File: src/spcr_consts.svh
// register offsets, field positions, reset values and byte counts for the port control bank
`ifndef SPCR_CONSTS_SVH
`define SPCR_CONSTS_SVH

// printed offsets are register indices; byte address is four times the index
`define SPCR_IDX_CTRL_B 8'h02
`define SPCR_IDX_TAG 8'h04
`define SPCR_IDX_RATE 8'h06
`define SPCR_ADDR_CTRL_B 12'h008
`define SPCR_ADDR_TAG 12'h010
`define SPCR_ADDR_RATE 12'h018

`define SPCR_B_VLAN_FILT 14
`define SPCR_B_NONDEF_DISC 13
`define SPCR_B_FORCE_FC 12
`define SPCR_B_BACKPR 11
`define SPCR_B_TX_EN 10
`define SPCR_B_RX_EN 9
`define SPCR_B_LEARN_DIS 8
`define SPCR_B_MIRROR_DST 7
`define SPCR_B_RX_MIRROR 6
`define SPCR_B_TX_MIRROR 5
`define SPCR_B_PRI_CEIL 3
`define SPCR_F_MEMBER_HI 2
`define SPCR_F_MEMBER_LO 0
`define SPCR_F_UPRI_HI 15
`define SPCR_F_UPRI_LO 13
`define SPCR_B_CFI 12
`define SPCR_F_VID_HI 11
`define SPCR_F_VID_LO 0
`define SPCR_F_LMODE_HI 3
`define SPCR_F_LMODE_LO 2
`define SPCR_B_CNT_IFG 1
`define SPCR_B_CNT_PRE 0

`define SPCR_RST_CTRL_B 16'h0607
`define SPCR_RST_TAG 16'h0001
`define SPCR_RST_RATE 16'h0000
`define SPCR_WMASK_CTRL_B 16'h7FEF
`define SPCR_WMASK_TAG 16'hFFFF
`define SPCR_WMASK_RATE 16'h000F

`define SPCR_IFG_BYTES 5'h0C
`define SPCR_PRE_BYTES 5'h08
`define SPCR_NULL_VID 12'h000

`endif

File: src/spcr_pkg.sv
// types shared by the port control register bank
package spcr_pkg;
  typedef enum logic [1:0] {
    SPCR_LIM_ALL = 2'h0,
    SPCR_LIM_BMF = 2'h1,
    SPCR_LIM_BM = 2'h2,
    SPCR_LIM_B = 2'h3
  } spcr_limit_e;
  typedef logic [15:0] spcr_reg_t;
endpackage

File: src/spcr_port_ctrl.sv
// port one control registers with ingress/egress frame policy
`timescale 1ns/1ps
`include "spcr_consts.svh"

module spcr_port_ctrl #(
  parameter int LEN_W = 11
) (
  input wire logic mclk,
  input wire logic rst,
  input wire logic ce,
  // apb slave
  input wire logic psel,
  input wire logic penable,
  input wire logic pwrite,
  input wire logic [11:0] paddr,
  input wire logic [31:0] pwdata,
  input wire logic [3:0] pstrb,
  output logic [31:0] prdata,
  output logic pready,
  output logic pslverr,
  // resolved flow-control outcome from auto-negotiation
  input wire logic an_pause,
  // ingress frame descriptor
  input wire logic rx_frm_valid,
  input wire logic [2:0] rx_frm_member,
  input wire logic rx_frm_tagged,
  input wire logic [11:0] rx_frm_vid,
  input wire logic [2:0] rx_frm_pri,
  input wire logic rx_frm_cfi,
  input wire logic rx_frm_bcast,
  input wire logic rx_frm_mcast,
  input wire logic rx_frm_flood,
  input wire logic [LEN_W-1:0] rx_frm_len,
  // egress frame descriptor
  input wire logic tx_frm_valid,
  input wire logic tx_frm_untagged,
  input wire logic [LEN_W-1:0] tx_frm_len,
  // ingress decision
  output logic rx_res_valid,
  output logic rx_res_drop,
  output logic [11:0] rx_res_vid,
  output logic [2:0] rx_res_pri,
  output logic rx_res_cfi,
  output logic rx_res_learn,
  output logic rx_res_monitor,
  output logic rx_res_rate_count,
  output logic [LEN_W+1:0] rx_res_rate_bytes,
  // egress decision
  output logic tx_res_valid,
  output logic tx_res_monitor,
  output logic tx_res_insert,
  output logic [15:0] tx_res_tag,
  output logic [LEN_W+1:0] tx_res_rate_bytes,
  // port level controls
  output logic port_fc_en,
  output logic port_backpr_en,
  output logic port_tx_en,
  output logic port_rx_en,
  output logic port_mirror_dst,
  output logic [2:0] port_member
);

  spcr_pkg::spcr_reg_t ctrl_b_reg;
  spcr_pkg::spcr_reg_t tag_reg;
  spcr_pkg::spcr_reg_t rate_reg;
  spcr_pkg::spcr_reg_t ctrl_b_next;
  spcr_pkg::spcr_reg_t tag_next;
  spcr_pkg::spcr_reg_t rate_next;

  // ---------------- apb decode ----------------
  wire logic setup_ph = psel & ~penable & ~pready;
  wire logic wr_take = psel & penable & pready & pwrite;
  wire logic hit_b = (paddr == `SPCR_ADDR_CTRL_B);
  wire logic hit_tag = (paddr == `SPCR_ADDR_TAG);
  wire logic hit_rate = (paddr == `SPCR_ADDR_RATE);
  wire logic hit_any = hit_b | hit_tag | hit_rate;
  wire logic [15:0] lane_mask = {{8{pstrb[1]}}, {8{pstrb[0]}}};

  // reserved bits are masked on both read and write paths
  wire logic [15:0] rd_word =
    hit_b ? (ctrl_b_reg & `SPCR_WMASK_CTRL_B) :
    hit_tag ? (tag_reg & `SPCR_WMASK_TAG) :
    hit_rate ? (rate_reg & `SPCR_WMASK_RATE) : 16'h0000;

  function automatic logic [15:0] merge(input logic [15:0] old, input logic [15:0] wmask,
                                        input logic [15:0] lanes, input logic [15:0] data);
    logic [15:0] m;
    m = wmask & lanes;
    merge = (old & ~m) | (data & m);
  endfunction

  assign ctrl_b_next = (wr_take & hit_b) ?
    merge(ctrl_b_reg, `SPCR_WMASK_CTRL_B, lane_mask, pwdata[15:0]) : ctrl_b_reg;
  assign tag_next = (wr_take & hit_tag) ?
    merge(tag_reg, `SPCR_WMASK_TAG, lane_mask, pwdata[15:0]) : tag_reg;
  assign rate_next = (wr_take & hit_rate) ?
    merge(rate_reg, `SPCR_WMASK_RATE, lane_mask, pwdata[15:0]) : rate_reg;

  // no wait state: answer is prepared in setup, presented in the first access cycle
  always_ff @(posedge mclk) begin
    if (rst) begin
      pready <= 1'b0;
      pslverr <= 1'b0;
      prdata <= 32'h0000_0000;
    end else if (ce) begin
      pready <= setup_ph;
      pslverr <= setup_ph & ~hit_any;
      prdata <= (setup_ph & ~pwrite) ? {16'h0000, rd_word} : 32'h0000_0000;
    end
  end

  always_ff @(posedge mclk) begin
    if (rst) begin
      ctrl_b_reg <= `SPCR_RST_CTRL_B;
      tag_reg <= `SPCR_RST_TAG;
      rate_reg <= `SPCR_RST_RATE;
    end else if (ce) begin
      ctrl_b_reg <= ctrl_b_next;
      tag_reg <= tag_next;
      rate_reg <= rate_next;
    end
  end

  // ---------------- field views ----------------
  wire logic vlan_filt = ctrl_b_reg[`SPCR_B_VLAN_FILT];
  wire logic nondef_disc = ctrl_b_reg[`SPCR_B_NONDEF_DISC];
  wire logic force_fc = ctrl_b_reg[`SPCR_B_FORCE_FC];
  wire logic tx_en = ctrl_b_reg[`SPCR_B_TX_EN];
  wire logic rx_en = ctrl_b_reg[`SPCR_B_RX_EN];
  wire logic learn_dis = ctrl_b_reg[`SPCR_B_LEARN_DIS];
  wire logic rx_mirror = ctrl_b_reg[`SPCR_B_RX_MIRROR];
  wire logic tx_mirror = ctrl_b_reg[`SPCR_B_TX_MIRROR];
  wire logic pri_ceil = ctrl_b_reg[`SPCR_B_PRI_CEIL];
  wire logic [2:0] def_pri = tag_reg[`SPCR_F_UPRI_HI:`SPCR_F_UPRI_LO];
  wire logic def_cfi = tag_reg[`SPCR_B_CFI];
  wire logic [11:0] def_vid = tag_reg[`SPCR_F_VID_HI:`SPCR_F_VID_LO];
  spcr_pkg::spcr_limit_e lmode;
  assign lmode = spcr_pkg::spcr_limit_e'(rate_reg[`SPCR_F_LMODE_HI:`SPCR_F_LMODE_LO]);
  wire logic cnt_ifg = rate_reg[`SPCR_B_CNT_IFG];
  wire logic cnt_pre = rate_reg[`SPCR_B_CNT_PRE];

  // ---------------- ingress policy ----------------
  // bit 0 of the vlan table membership stands for this port
  wire logic filt_drop = vlan_filt & ~rx_frm_member[0];
  wire logic use_def_vid = ~rx_frm_tagged | (rx_frm_vid == `SPCR_NULL_VID);
  wire logic [11:0] eff_vid = use_def_vid ? def_vid : rx_frm_vid;
  // null-vid tagged frames take the default vid, so they never count as mismatched
  wire logic vid_drop = nondef_disc & (eff_vid != def_vid);
  wire logic rx_drop = ~rx_en | filt_drop | vid_drop;
  wire logic [2:0] tag_pri = (pri_ceil & (rx_frm_pri > def_pri)) ? def_pri : rx_frm_pri;
  wire logic [2:0] eff_pri = rx_frm_tagged ? tag_pri : def_pri;
  wire logic eff_cfi = rx_frm_tagged ? rx_frm_cfi : def_cfi;

  logic class_hit;
  always_comb begin
    case (lmode)
      spcr_pkg::SPCR_LIM_ALL: class_hit = 1'b1;
      spcr_pkg::SPCR_LIM_BMF: class_hit = rx_frm_bcast | rx_frm_mcast | rx_frm_flood;
      spcr_pkg::SPCR_LIM_BM: class_hit = rx_frm_bcast | rx_frm_mcast;
      spcr_pkg::SPCR_LIM_B: class_hit = rx_frm_bcast;
      default: class_hit = 1'b1;
    endcase
  end

  // overhead bytes shared by ingress and egress accounting
  wire logic [4:0] ovh_bytes =
    (cnt_ifg ? `SPCR_IFG_BYTES : 5'h00) + (cnt_pre ? `SPCR_PRE_BYTES : 5'h00);
  wire logic [LEN_W+1:0] rx_bytes = (LEN_W+2)'(rx_frm_len) + (LEN_W+2)'(ovh_bytes);
  wire logic [LEN_W+1:0] tx_bytes = (LEN_W+2)'(tx_frm_len) + (LEN_W+2)'(ovh_bytes);

  wire logic rx_acc = rx_frm_valid & ~rx_drop;
  wire logic tx_acc = tx_frm_valid & tx_en;

  always_ff @(posedge mclk) begin
    if (rst) begin
      rx_res_valid <= 1'b0;
      rx_res_drop <= 1'b0;
      rx_res_vid <= 12'h000;
      rx_res_pri <= 3'h0;
      rx_res_cfi <= 1'b0;
      rx_res_learn <= 1'b0;
      rx_res_monitor <= 1'b0;
      rx_res_rate_count <= 1'b0;
      rx_res_rate_bytes <= '0;
    end else if (ce) begin
      rx_res_valid <= rx_frm_valid;
      rx_res_drop <= rx_frm_valid & rx_drop;
      rx_res_vid <= eff_vid;
      rx_res_pri <= eff_pri;
      rx_res_cfi <= eff_cfi;
      rx_res_learn <= rx_acc & ~learn_dis;
      rx_res_monitor <= rx_acc & rx_mirror;
      rx_res_rate_count <= rx_acc & class_hit;
      rx_res_rate_bytes <= rx_bytes;
    end
  end

  // ---------------- egress policy ----------------
  always_ff @(posedge mclk) begin
    if (rst) begin
      tx_res_valid <= 1'b0;
      tx_res_monitor <= 1'b0;
      tx_res_insert <= 1'b0;
      tx_res_tag <= 16'h0000;
      tx_res_rate_bytes <= '0;
    end else if (ce) begin
      tx_res_valid <= tx_acc;
      tx_res_monitor <= tx_acc & tx_mirror;
      tx_res_insert <= tx_acc & tx_frm_untagged;
      tx_res_tag <= tag_reg;
      tx_res_rate_bytes <= tx_bytes;
    end
  end

  // ---------------- port controls ----------------
  always_ff @(posedge mclk) begin
    if (rst) begin
      port_fc_en <= 1'b0;
      port_backpr_en <= 1'b0;
      port_tx_en <= 1'b0;
      port_rx_en <= 1'b0;
      port_mirror_dst <= 1'b0;
      port_member <= 3'h0;
    end else if (ce) begin
      port_fc_en <= force_fc | an_pause;
      port_backpr_en <= ctrl_b_reg[`SPCR_B_BACKPR];
      port_tx_en <= tx_en;
      port_rx_en <= rx_en;
      port_mirror_dst <= ctrl_b_reg[`SPCR_B_MIRROR_DST];
      port_member <= ctrl_b_reg[`SPCR_F_MEMBER_HI:`SPCR_F_MEMBER_LO];
    end
  end

  // ---------------- assertions ----------------
  property p_filter_drop;
    @(posedge mclk) disable iff (rst)
    ce && rx_frm_valid && vlan_filt && !rx_frm_member[0] |=> rx_res_valid && rx_res_drop;
  endproperty
  a_filter_drop: assert property (p_filter_drop) else $error("filtered frame not dropped");

  property p_nondef_drop;
    @(posedge mclk) disable iff (rst)
    ce && rx_frm_valid && nondef_disc && rx_frm_tagged && rx_frm_vid != 12'h000
      && rx_frm_vid != def_vid |=> rx_res_drop;
  endproperty
  a_nondef_drop: assert property (p_nondef_drop) else $error("non-default vid kept");

  property p_force_fc;
    @(posedge mclk) disable iff (rst)
    ce && force_fc |=> port_fc_en;
  endproperty
  a_force_fc: assert property (p_force_fc) else $error("forced flow control not on");

  property p_tx_block;
    @(posedge mclk) disable iff (rst)
    ce && !tx_en |=> !tx_res_valid && !tx_res_insert;
  endproperty
  a_tx_block: assert property (p_tx_block) else $error("frame sent while disabled");

  property p_rx_block;
    @(posedge mclk) disable iff (rst)
    ce && rx_frm_valid && !rx_en |=> rx_res_drop && !rx_res_learn && !rx_res_monitor;
  endproperty
  a_rx_block: assert property (p_rx_block) else $error("frame accepted while disabled");

  property p_no_learn;
    @(posedge mclk) disable iff (rst)
    ce && learn_dis |=> !rx_res_learn;
  endproperty
  a_no_learn: assert property (p_no_learn) else $error("learning while disabled");

  property p_ceiling;
    @(posedge mclk) disable iff (rst)
    ce && rx_frm_valid && rx_frm_tagged && pri_ceil |=> rx_res_pri <= $past(def_pri);
  endproperty
  a_ceiling: assert property (p_ceiling) else $error("priority above ceiling");

  property p_default_vid;
    @(posedge mclk) disable iff (rst)
    ce && rx_frm_valid && !rx_frm_tagged |=> rx_res_vid == $past(def_vid);
  endproperty
  a_default_vid: assert property (p_default_vid) else $error("untagged vid wrong");

  property p_bcast_only;
    @(posedge mclk) disable iff (rst)
    ce && rx_frm_valid && lmode == spcr_pkg::SPCR_LIM_B && !rx_frm_bcast
      |=> !rx_res_rate_count;
  endproperty
  a_bcast_only: assert property (p_bcast_only) else $error("non-broadcast counted");

  property p_overhead;
    @(posedge mclk) disable iff (rst)
    ce && cnt_ifg && cnt_pre |=> rx_res_rate_bytes == $past(rx_frm_len) + 20;
  endproperty
  a_overhead: assert property (p_overhead) else $error("overhead bytes wrong");

  property p_reserved;
    @(posedge mclk) disable iff (rst)
    pready && !pslverr && psel && !pwrite && paddr == `SPCR_ADDR_RATE
      |-> prdata[31:4] == 28'h0000000;
  endproperty
  a_reserved: assert property (p_reserved) else $error("reserved bits nonzero");

  property p_insert_tag;
    @(posedge mclk) disable iff (rst)
    ce && tx_frm_valid && tx_en && tx_frm_untagged |=> tx_res_insert
      && tx_res_tag[11:0] == $past(def_vid);
  endproperty
  a_insert_tag: assert property (p_insert_tag) else $error("inserted tag vid wrong");

  property p_backpr;
    @(posedge mclk) disable iff (rst)
    ce |=> port_backpr_en == $past(ctrl_b_reg[`SPCR_B_BACKPR]);
  endproperty
  a_backpr: assert property (p_backpr) else $error("back pressure enable wrong");

  property p_port_en;
    @(posedge mclk) disable iff (rst)
    ce |=> port_tx_en == $past(tx_en) && port_rx_en == $past(rx_en);
  endproperty
  a_port_en: assert property (p_port_en) else $error("port enable wrong");

  property p_mirror_dst;
    @(posedge mclk) disable iff (rst)
    ce |=> port_mirror_dst == $past(ctrl_b_reg[`SPCR_B_MIRROR_DST]);
  endproperty
  a_mirror_dst: assert property (p_mirror_dst) else $error("monitor port flag wrong");

  property p_rx_monitor;
    @(posedge mclk) disable iff (rst)
    ce && rx_mirror |=> rx_res_monitor == (rx_res_valid && !rx_res_drop);
  endproperty
  a_rx_monitor: assert property (p_rx_monitor) else $error("rx monitor mark wrong");

  property p_tx_monitor;
    @(posedge mclk) disable iff (rst)
    ce && tx_mirror |=> tx_res_monitor == tx_res_valid;
  endproperty
  a_tx_monitor: assert property (p_tx_monitor) else $error("tx monitor mark wrong");

  property p_member;
    @(posedge mclk) disable iff (rst)
    ce |=> port_member == $past(ctrl_b_reg[`SPCR_F_MEMBER_HI:`SPCR_F_MEMBER_LO]);
  endproperty
  a_member: assert property (p_member) else $error("membership mask wrong");

  property p_untag_default;
    @(posedge mclk) disable iff (rst)
    ce && rx_frm_valid && !rx_frm_tagged |=> rx_res_pri == $past(def_pri)
      && rx_res_cfi == $past(def_cfi);
  endproperty
  a_untag_default: assert property (p_untag_default) else $error("untagged pri wrong");

  property p_preamble;
    @(posedge mclk) disable iff (rst)
    ce && cnt_pre && !cnt_ifg |=> tx_res_rate_bytes == $past(tx_frm_len) + 8;
  endproperty
  a_preamble: assert property (p_preamble) else $error("preamble bytes wrong");

endmodule

File: config.mk
export PLATFORM = sky130hd
export DESIGN_NAME = spcr_port_ctrl
export DESIGN_NICKNAME = d
export VERILOG_FILES = /design/src/spcr_pkg.sv /design/src/spcr_port_ctrl.sv
export VERILOG_INCLUDE_DIRS = /design/src
export SDC_FILE = /design/constraint.sdc
export NUM_CORES = 1
export LEC_CHECK = 0
export ABC_AREA = 1
export BUFFER_PORTS_ARGS = -buffer_cell sky130_fd_sc_hd__buf_2
export CAP_MARGIN = 25
export CORE_UTILIZATION = 50
export CTS_BUF_LIST = sky130_fd_sc_hd__clkbuf_4 sky130_fd_sc_hd__clkbuf_8
export DETAILED_ROUTE_END_ITERATION = 6
export PLACE_DENSITY = 0.78
export RECOVER_POWER = 25
export REMOVE_ABC_BUFFERS = 1
export SLEW_MARGIN = 0
export SYNTH_ARGS = -nofsm -noshare
export SYNTH_HDL_FRONTEND = slang
export SYNTH_SLANG_ARGS = --single-unit
export TNS_END_PERCENT = 30
File: constraint.sdc
create_clock -name mclk -period 3.3 [get_ports mclk]
set_input_delay 0.66 -clock mclk [delete_from_list [all_inputs] [get_ports mclk]]
set_output_delay 0.66 -clock mclk [all_outputs]
set_load 0.01 [all_outputs]
==> results of run 1 <==
-- area by class of cell --
| cell class | count | share of cell area |
|---|---|---|
| antenna | 1 | 0.000351 |
| clock buffer | 19 | 0.0358 |
| inverter | 104 | 0.0548 |
| multi-input combinational | 515 | 0.380 |
| tap | 143 | 0.0251 |
| sequential | 124 | 0.348 |
| clock inverter | 12 | 0.0307 |
| timing repair buffer | 183 | 0.125 |
-- power by group --
part | internal, mW | switching [mW]
Clock | 0.996 | 0.598
Combinational | 0.129 | 0.223
Sequential | 1.55 | 0.0233
-- cell families after synthesis --
kind of cell | share of synthesized area
flip-flops | 0.426
XOR/XNOR | 0.0210
buffers and inverters | 0.121
AND/OR/NAND/NOR | 0.201
AO/OA/AOI/OAI | 0.203
other | 0.000643
adder cells (fa/ha/maj) | 0.0283
-- cell usage after synthesis (all sizes together) --
| cell | count | area, sq um |
|---|---|---|
| dfxtp | 124 | 2480 |
| o21ai | 106 | 538 |
| nor2 | 105 | 412 |
| inv | 104 | 390 |
| nand2 | 93 | 364 |
| a21oi | 83 | 427 |
| clkbuf | 30 | 113 |
| buf | 29 | 201 |
| nand4 | 21 | 131 |
| nand3 | 18 | 90.1 |
| xor2 | 14 | 123 |
| o211ai | 13 | 97.6 |
| a32oi | 10 | 87.6 |
| ha | 10 | 125 |
| nor3 | 9 | 78.8 |
| nor4 | 3 | 33.8 |
| fa | 2 | 40.0 |
| nand3b | 2 | 15.0 |
| o221ai | 2 | 17.5 |
| a22oi | 1 | 7.51 |
| a31oi | 1 | 6.26 |
| and2 | 1 | 6.26 |
| conb | 1 | 3.75 |
| nor3b | 1 | 7.51 |
| nor4b | 1 | 23.8 |
| or2 | 1 | 6.26 |
-- cells in the final DEF, fill, tap and decap left out, drive strengths merged, types with 14 or more instances in the layout --
cell type	count
buf	146
dfxtp	124
o21ai	106
nor2	105
inv	104
nand2	93
a21oi	83
clkbuf	56
nand4	21
nand3	18
conb	18
xor2	14
-- final timing paths --
check	startpoint	to	slack, ns
max	register	tx_res_rate_bytes[9]	0.99
min	tx_frm_len[0]	tx_res_rate_bytes[0]	0.45
max reg2reg	register	tx_res_rate_bytes[9]	0.99
min reg2reg	tx_res_valid	tx_res_valid	0.46
-- metal layers --
layer / track usage / part of all wire / vias up
li1: - / - / 2875
met1: 0.343 / 0.46 / 2500
met2: 0.418 / 0.46 / 179
met3: 0.0646 / 0.060 / 24
met4: 0.0933 / 0.018 / 0
met5: 0 / 0 / -
-- worst reg2reg max path, cell delays in order (launching register included) --
cell and delay, ns:
dfxtp_1 0.45, ha_1 0.35, ha_1 0.31, nand3_1 0.07
and2_1 0.18, nor3b_1 0.30, nand3_1 0.19, xor2_1 0.17
o21ai_0 0.14, inv_1 0.06
-- stage by stage --
stage,setup slack (ns),cells
after floorplan,1.04,743
after global placement,0.821,1069
after detailed placement,0.712,1069
after CTS,1.01,1100
after global routing,0.761,1101
final,0.987,1101
==> flow_summary_export.csv, run 1 <==
group,metric,value,unit
run_status,status,"finished clean",
timing,fin_crit_sh,0.701,
critical_path,cp_slowest_cell,"dfxtp_1",
hold_path,hold_class,"input pin to register",
clocking,postCtsSetupBuffers,0,
finish,finalNetCount,1060,
critical_path,crit_fanout,5,
timing,rsz0062_at_grt,"false",
floorplanning,io_pins,211,
grt,grt_pass1_vias,4952,
floorplanning,die-height,110,microns
clocking,clock-sinks,124,
critical_path,critPathMaxStageDelay,0.45,ns
timing,finalSetupTns,0,ns
finish,area_growth,22.2,%
power,power.density,494,mW/mm^2
power,p_total,3.52,mW
timing,max_freq,432,MHz
synthesis,syn_area,0.00583,sq mm
route,vias_per_cell,5.07,
critical_path,worstPathRequired,3.62,ns
timing,slew_headroom,0.0439,
placement,portBuffers,172,
clocking,path_clk_slew,0.07,ns
floorplanning,start_util,0.513,
synthesis,yosys_warnings,0,
floorplanning,die_area,0.0121,sq mm
critical_path,cp_data_arrival_time,2.64,ns
clocking,htreeDepth,4,
critical_path,end_kind,"register",
finish,drive_gt1_frac,0.206,
critical_path,r2r.worst_path.cells,9,
clocking,cts_root_buf,"clkbuf_8",
clocking,post_cts_resized,0,
timing,hold_viol,0,
finish,seqCellArea,0.00248,sq mm
finish,final_util,0.627,
synthesis,syn_area_per_cell,7.42,sq um
grt,grt_max_degree,72,
synthesis,synth.distinct_cells,39,
timing,slew_viol_final,0,
timing,tightest_slew,1.43,ns
timing,setup_violations,0,
grt,grt_pass1_wl,24.2,mm
grt,grtUsageTotal,0.262,
route,drt_first_pass_iters,5,
route,drt_iter0_drc,289,
grt,antenna_found_initial,1,
clocking,cts_buffer_depth,2,
hold_path,holdPathStages,3,
finish,design_area,0.00712,sq mm
route,num_vias,5578,
critical_path,worst-path-buf-inv,1,
critical_path,path_depth,9,
placement,gp_congestion,0.866,
power,p_leak,3.52,nW
clocking,worstSkewPairLatency,0.44,ns
run,maxCapViolCount,0,
placement,dpl_cell_area,0.00670,sq mm
clocking,cts_buffers,17,
floorplanning,rows,39,
timing,skew,0.00909,ns
timing,whs,0.449,ns
critical_path,cp_top_family,"simple AND/OR/NAND/NOR gates",
power,vdd_ir_drop_max,0.368,mV
route,wl,15.3,mm
floorplanning,die_w,110,microns
grt,grt-ovfl-total,0,
route,detail_route.wl_per_cell,13.9,microns
clocking,ctsHoldBuffers,0,
timing,fin_crit,2.31,ns
critical_path,critPathLaunchType,"register",
synthesis,synth-seq-cells,124,
synthesis,syn_inst,785,
critical_path,worstPathCellList,"ha_1 -> ha_1 -> nand3_1 -> and2_1 -> nor3b_1 -> nand3_1 -> xor2_1 -> o21ai_0 -> inv_1",
finish,multi_input_area,0.00271,sq mm
finish,final.fill_count,1086,
clocking,cts_tree,"built",
critical_path,path_class,"register to register",
route,postRouteAntennaNets,0,
route,drc,0,
synthesis,ys_seq_area_frac,0.426,
placement,dp_hpwl,10.6,mm
floorplanning,core_area,0.0114,sq mm
Note: power is estimated with default switching activity, not from simulation.
==> run 2, diff against run 1 <==
--- a/config.mk
+++ b/config.mk
@@ -6,13 +6,13 @@
 export SDC_FILE = /design/constraint.sdc
 export NUM_CORES = 1
 export LEC_CHECK = 0
-export ABC_AREA = 1
+export ABC_AREA = 0
 export BUFFER_PORTS_ARGS = -buffer_cell sky130_fd_sc_hd__buf_2
 export CAP_MARGIN = 25
-export CORE_UTILIZATION = 50
+export CORE_UTILIZATION = 46
 export CTS_BUF_LIST = sky130_fd_sc_hd__clkbuf_4 sky130_fd_sc_hd__clkbuf_8
 export DETAILED_ROUTE_END_ITERATION = 6
-export PLACE_DENSITY = 0.78
+export PLACE_DENSITY = 0.77
 export RECOVER_POWER = 25
 export REMOVE_ABC_BUFFERS = 1
 export SLEW_MARGIN = 0
==> constraint.sdc (replaced) <==
create_clock -name mclk -period 2.1 [get_ports mclk]
set_input_delay 0.42 -clock mclk [delete_from_list [all_inputs] [get_ports mclk]]
set_output_delay 0.42 -clock mclk [all_outputs]
set_load 0.01 [all_outputs]
==> flow_summary_export.csv, run 2 <==
group,metric,value,unit
synthesis,synth_compound_area_frac,0.139,
clocking,clock-sinks,124,
synthesis,ys_seq_area_frac,0.452,
route,drc,40,
placement,portBuffers,172,
synthesis,synth_mux_area_frac,0.113,
synthesis,yosys_warnings,0,
finish,finalNetCount,886,
synthesis,synth-seq-cells,124,
critical_path,end_kind,"register",
timing,rsz0062_at_grt,"true",
timing,slew_viol_final,0,
synthesis,synthTopCellsByCount,"124 x dfxtp_1, 115 x nor2_1, 62 x mux2i_1, 29 x nand2_1, 25 x a211oi_1",
floorplanning,start_util,0.477,
floorplanning,rows,39,
hold_path,hold_class,"input pin to register",
synthesis,syn_inst,588,
clocking,path_clk_slew,0.07,ns
timing,setup_ws,0.0753,ns
synthesis,synthXorXnorAreaFrac,0.0351,
grt,grt-ovfl-total,0,
hold_path,worstHoldStart,"pwdata[10]",
floorplanning,core_area,0.0115,sq mm
clocking,cts_buffer_depth,2,
route,wl_met2,7.07,mm
synthesis,synth_top_area_cell,"dfxtp_1",
clocking,worstSkewPairLatency,0.43,ns
grt,antenna_found_initial,0,
synthesis,synthAdderAreaFrac,0.0301,
power,power_frac_comb,0.099,
route,num_vias,4952,
timing,hold_viol,0,
clocking,htreeDepth,4,
synthesis,synth.most_common_cell,"dfxtp_1",
timing,slew_headroom,0.0435,
power,power_switching,1.22,mW
floorplanning,die_w,111,microns
power,swShare,0.244,
route,detail_route.wl_per_cell,16.1,microns
run_status,status,"finished, violations left",
critical_path,critPathLaunchType,"register",
route,drt_iter0_drc,352,
floorplanning,die_area,0.0124,sq mm
timing,tightest_slew,1.43,ns
route,vias_per_cell,5.35,
critical_path,worstPathRequired,2.44,ns
power,power_frac_seq,0.491,
finish,final_cell_mix,"154 x buf_2, 123 x dfxtp_1, 115 x nor2_1",
timing,setup_violations,0,
finish,final_util,0.604,
grt,grt_pass1_vias,4870,
power,p_int,3.77,mW
floorplanning,die-height,111,microns
placement,pre_cts_slack,-0.0615,ns
timing,fin_crit_sh,0.964,
placement,gp_congestion,0.835,
placement,dp_cells,894,
timing,fin_crit,2.02,ns
synthesis,synth_top_area_frac,0.452,
synthesis,syn_area_per_cell,9.34,sq um
synthesis,async_flop_share,0,
placement,dp_hpwl,10.9,mm
critical_path,path_class,"register to register",
synthesis,synth-edff-count,0,
timing,skew,0.00656,ns
clocking,cts_buffers,17,
floorplanning,io_pins,211,
grt,grtUsageTotal,0.248,
synthesis,synth_top_family_by_area,"simple AND/OR/NAND/NOR gates",
route,postRouteAntennaNets,0,
grt,grt_max_degree,94,
synthesis,synth-main-ff-cell,"dfxtp_1",
timing,max_freq,494,MHz
synthesis,synth.distinct_cells,44,
finish,diodes,0,
route,wl,14.9,mm
synthesis,syn_area,0.00549,sq mm
synthesis,synthTopCellsByArea,"dfxtp_1 45%, mux2i_1 11%, nor2_1 7.9%",
synthesis,synth_simple_gate_area_frac,0.178,
critical_path,cp_data_arrival_time,2.37,ns
critical_path,crit_fanout,4,
finish,final_common_cell,"buf_2",
run,maxCapViolCount,0,
power,vdd_ir_drop_max,0.506,mV
finish,area_growth,26.6,%
route,highest_layer,"met4",
clocking,ctsHoldBuffers,0,
power,power.density,717,mW/mm^2
finish,finalNonFillerCells,925,
route,drt-met1-wl,6.28,mm
power,p_leak,3.10,nW
critical_path,r2r_slack,0.08,ns
finish,drive_gt1_frac,0.285,
clocking,cts_root_buf,"clkbuf_8",
timing,whs,0.216,ns
route,met3WireLength,1.25,mm
run_status,violations,"design-rule violations",
grt,grt_pass1_wl,24.3,mm
clocking,cts_tree,"built",
route,drt_first_pass_iters,7,
power,clkPwrFrac,0.409,
==> run 2: cell count changes in the layout (fill, tap and decap cells not counted), moves of 17 or more <==
cell      before  now
a211oi_1       0   25
a21oi_1       80   16
inv_1        103    6
mux2i_1        0   62
nand2_1       89   29
nand4_1       21    4
o21ai_0      102   14
==> run 2: layer usage <==
| metal | GRT usage | vias to the layer above |
|---|---|---|
| li1 | - | 2407 |
| met1 | 0.303 | 2313 |
| met2 | 0.407 | 215 |
| met3 | 0.0776 | 17 |
| met4 | 0.0919 | 0 |
| met5 | 0 | - |
==> run 2: path summary, 6_finish.rpt <==
check | end | cells past startpoint
worst min register to register | tx_res_monitor | 2
worst min-delay path | register | 2
worst max-delay path | rx_res_rate_bytes[10] | 7
worst max register to register | rx_res_rate_bytes[10] | 7
==> run 2: area by class of cell <==
class	instances	area, sq um
inverters	6	22.5
repair buffers	197	1070
fillers	1027	4560
flip-flops and latches	124	2480
well taps	143	179
clock inverters	8	92.6
clock buffers	22	290
multi-input cells	425	2820
==> run 2: power groups by stage <==
stage	Combinational [mW]	Sequential (mW)	Clock, mW
after CTS	0.501	2.45	2.09
after detailed placement	0.498	2.50	0
after floorplan	0.167	2.53	0
final	0.496	2.45	2.04
after global placement	0.486	2.50	0
after global routing	0.543	2.45	2.19
==> run 2: repair_timing <==
| item | in CTS | in global routing |
|---|---|---|
| hold endpoints to repair | 0 | 0 |
| pin swaps | 0 | 1 |
| cloned | 0 | 0 |
| gates resized for setup | 3 | 5 |
| buffers inserted | 0 | 1 |
| endpoints found under the setup margin | 5 | 9 |
==> run 2: cells by family (layout without fill, tap and decap cells) <==
| group | after synthesis | in the layout |
|---|---|---|
| flops | 124 | 124 |
| buf+inv | 56 | 233 |
| mux | 62 | 62 |
| simple gates | 203 | 203 |
| other cells | 1 | 18 |
| fa+ha+maj | 12 | 12 |
| compound gates | 108 | 108 |
| xor+xnor | 22 | 22 |
==> run 2: through the flow <==
stage                     setup TNS (ns)  cell area [sq um]  power [mW]
after floorplan                        0               5290        2.70
after global placement                 0               6570        2.98
after CTS                              0               6970        5.04
final                                  0               6950        4.98
after detailed placement         -0.0615               6570        3.00
after global routing             -0.0809               6950        5.19
==> run 2: critical path: stages, from the launching register on <==
cell and delay [ns]:
dfxtp_1 0.36, ha_4 0.32, fa_2 0.23, a21oi_1 0.08, nor2b_1 0.18, nand3_1 0.14
or3_1 0.38, a311oi_2 0.25
==> run 3, diff against run 2 <==
--- a/config.mk
+++ b/config.mk
@@ -9,13 +9,13 @@
 export ABC_AREA = 0
 export BUFFER_PORTS_ARGS = -buffer_cell sky130_fd_sc_hd__buf_2
 export CAP_MARGIN = 25
-export CORE_UTILIZATION = 46
+export CORE_UTILIZATION = 40
 export CTS_BUF_LIST = sky130_fd_sc_hd__clkbuf_4 sky130_fd_sc_hd__clkbuf_8
 export DETAILED_ROUTE_END_ITERATION = 6
-export PLACE_DENSITY = 0.77
+export PLACE_DENSITY = 0.68
 export RECOVER_POWER = 25
 export REMOVE_ABC_BUFFERS = 1
-export SLEW_MARGIN = 0
+export SLEW_MARGIN = 20
 export SYNTH_ARGS = -nofsm -noshare
 export SYNTH_HDL_FRONTEND = slang
 export SYNTH_SLANG_ARGS = --single-unit
==> flow_summary_export.csv, run 3 (synthesis gave the netlist of run 2 again) <==
group,metric,value,unit
floorplanning,die-height,119,microns
power,swShare,0.245,
power,p_leak,3.18,nW
critical_path,cp_top_family,"simple AND/OR/NAND/NOR gates",
power,p_int,3.83,mW
timing,skew,0.0121,ns
grt,use_met3,0.0805,
clocking,clock-sinks,124,
timing,hold_viol,0,
critical_path,critPathLaunchType,"register",
placement,dp_hpwl,11.4,mm
clocking,cts_buffer_depth,2,
finish,design_area,0.00705,sq mm
route,num_vias,5029,
grt,gr-usage-met2,0.365,
route,postRouteAntennaNets,0,
finish,final_cell_mix,"170 x buf_2, 123 x dfxtp_1, 115 x nor2_1",
grt,grt_util_met1,0.267,
route,detail_route.wl_per_cell,16.3,microns
route,vias_per_cell,5.24,
finish,drive_gt1_frac,0.313,
power,clkPwrFrac,0.418,
grt,grt_max_degree,83,
finish,diodes,0,
clocking,worstSkewPairLatency,0.45,ns
critical_path,critPathMaxStageDelay,0.36,ns
floorplanning,die_w,119,microns
critical_path,cp_data_arrival_time,2.36,ns
finish,finalNonFillerCells,960,
power,power.density,719,mW/mm^2
grt,grt-ovfl-total,0,
floorplanning,die_area,0.0142,sq mm
critical_path,worstPathRequired,2.45,ns
route,drt_iter0_drc,244,
critical_path,end_kind,"register",
hold_path,hold_class,"input pin to register",
critical_path,worstPathCellList,"ha_4 -> fa_2 -> a21oi_1 -> nor2b_1 -> nand3_2 -> or3_1 -> a311oi_1",
hold_path,worstHoldStart,"pwdata[9]",
power,vdd_ir_drop_max,0.480,mV
run_status,status,"finished clean",
run,maxCapViolCount,0,
timing,slew_viol_final,0,
route,wl,15.6,mm
timing,rsz0062_at_grt,"true",
route,drc,0,
critical_path,worst-path-buf-inv,0,
power,power_frac_comb,0.099,
placement,dpl_cell_area,0.00662,sq mm
placement,gp_congestion,0.811,
placement,dp_cells,928,
placement,pre_cts_slack,-0.0137,ns
critical_path,crit_fanout,4,
finish,finalNetCount,887,
clocking,cts_tree,"built",
timing,setup_ws,0.0825,ns
floorplanning,rows,42,
clocking,path_clk_slew,0.07,ns
clocking,cts_root_buf,"clkbuf_8",
timing,fin_crit,2.02,ns
timing,setup_violations,0,
clocking,cts_buffers,17,
placement,portBuffers,172,
clocking,ctsHoldBuffers,0,
grt,grtUsageTotal,0.225,
critical_path,cp_slowest_cell,"dfxtp_1",
timing,finalSetupTns,0,ns
power,power_frac_seq,0.483,
grt,grt_pass1_vias,4827,
power,power_switching,1.24,mW
critical_path,path_class,"register to register",
grt,grt_pass1_wl,24.4,mm
finish,area_growth,28.4,%
clocking,htreeDepth,4,
floorplanning,start_util,0.413,
route,drt_first_pass_iters,5,
floorplanning,io_pins,211,
grt,antenna_found_initial,0,
finish,final_common_cell,"buf_2",
timing,fin_crit_sh,0.961,
grt,busiest_layer,"met2",
timing,whs,0.207,ns
timing,max_freq,496,MHz
floorplanning,core_area,0.0133,sq mm
-- run 3: area by class of cell --
class	count	area, sq um
Multi-Input combinational cell	425	2810
Clock buffer	24	312
Clock inverter	7	87.6
Timing Repair Buffer	198	1110
Fill cell	1225	6250
Tap cell	176	220
Sequential cell	124	2480
Inverter	6	22.5
-- run 3: final timing paths --
kind,slack [ns],depth (start not counted),endpoint
worst max-delay path,0.08,7,rx_res_rate_bytes[10]
worst min-delay path,0.21,3,register
worst max register to register,0.08,7,rx_res_rate_bytes[10]
worst min register to register,0.46,2,prdata[2]
-- run 3: metrics by stage --
step / utilization / power [mW]
6_report: 0.530 / 5.07
5_1_grt: 0.530 / 5.28
4_1_cts: 0.529 / 5.12
3_5_place_dp: 0.498 / 3.00
3_3_place_gp: 0.498 / 2.98
2_1_floorplan: - / 2.70
-- run 3: tightest hold or removal path, cell delays in order --
cell	delay, ns
buf_2	0.09
nand2_1	0.04
nand3b_1	0.06
-- run 3: layer usage --
metal  vias up  share of wire
li1       2410              -
met5         -              0
met3        24          0.088
met2       218           0.47
met1      2377           0.42
met4         0          0.018
-- run 3: timing repair --
item                       in CTS  in global routing
setup endpoints to repair       4                  4
gates resized for setup         2                  6
buffers inserted                0                  1
cloned                          0                  0
-- run 3: power by group through the flow --
stage / Sequential [mW] / Combinational (mW) / Clock [mW]
after floorplan: 2.53 / 0.167 / 0
after global placement: 2.50 / 0.489 / 0
after detailed placement: 2.50 / 0.502 / 0
after CTS: 2.45 / 0.503 / 2.17
after global routing: 2.45 / 0.552 / 2.28
final: 2.45 / 0.502 / 2.12
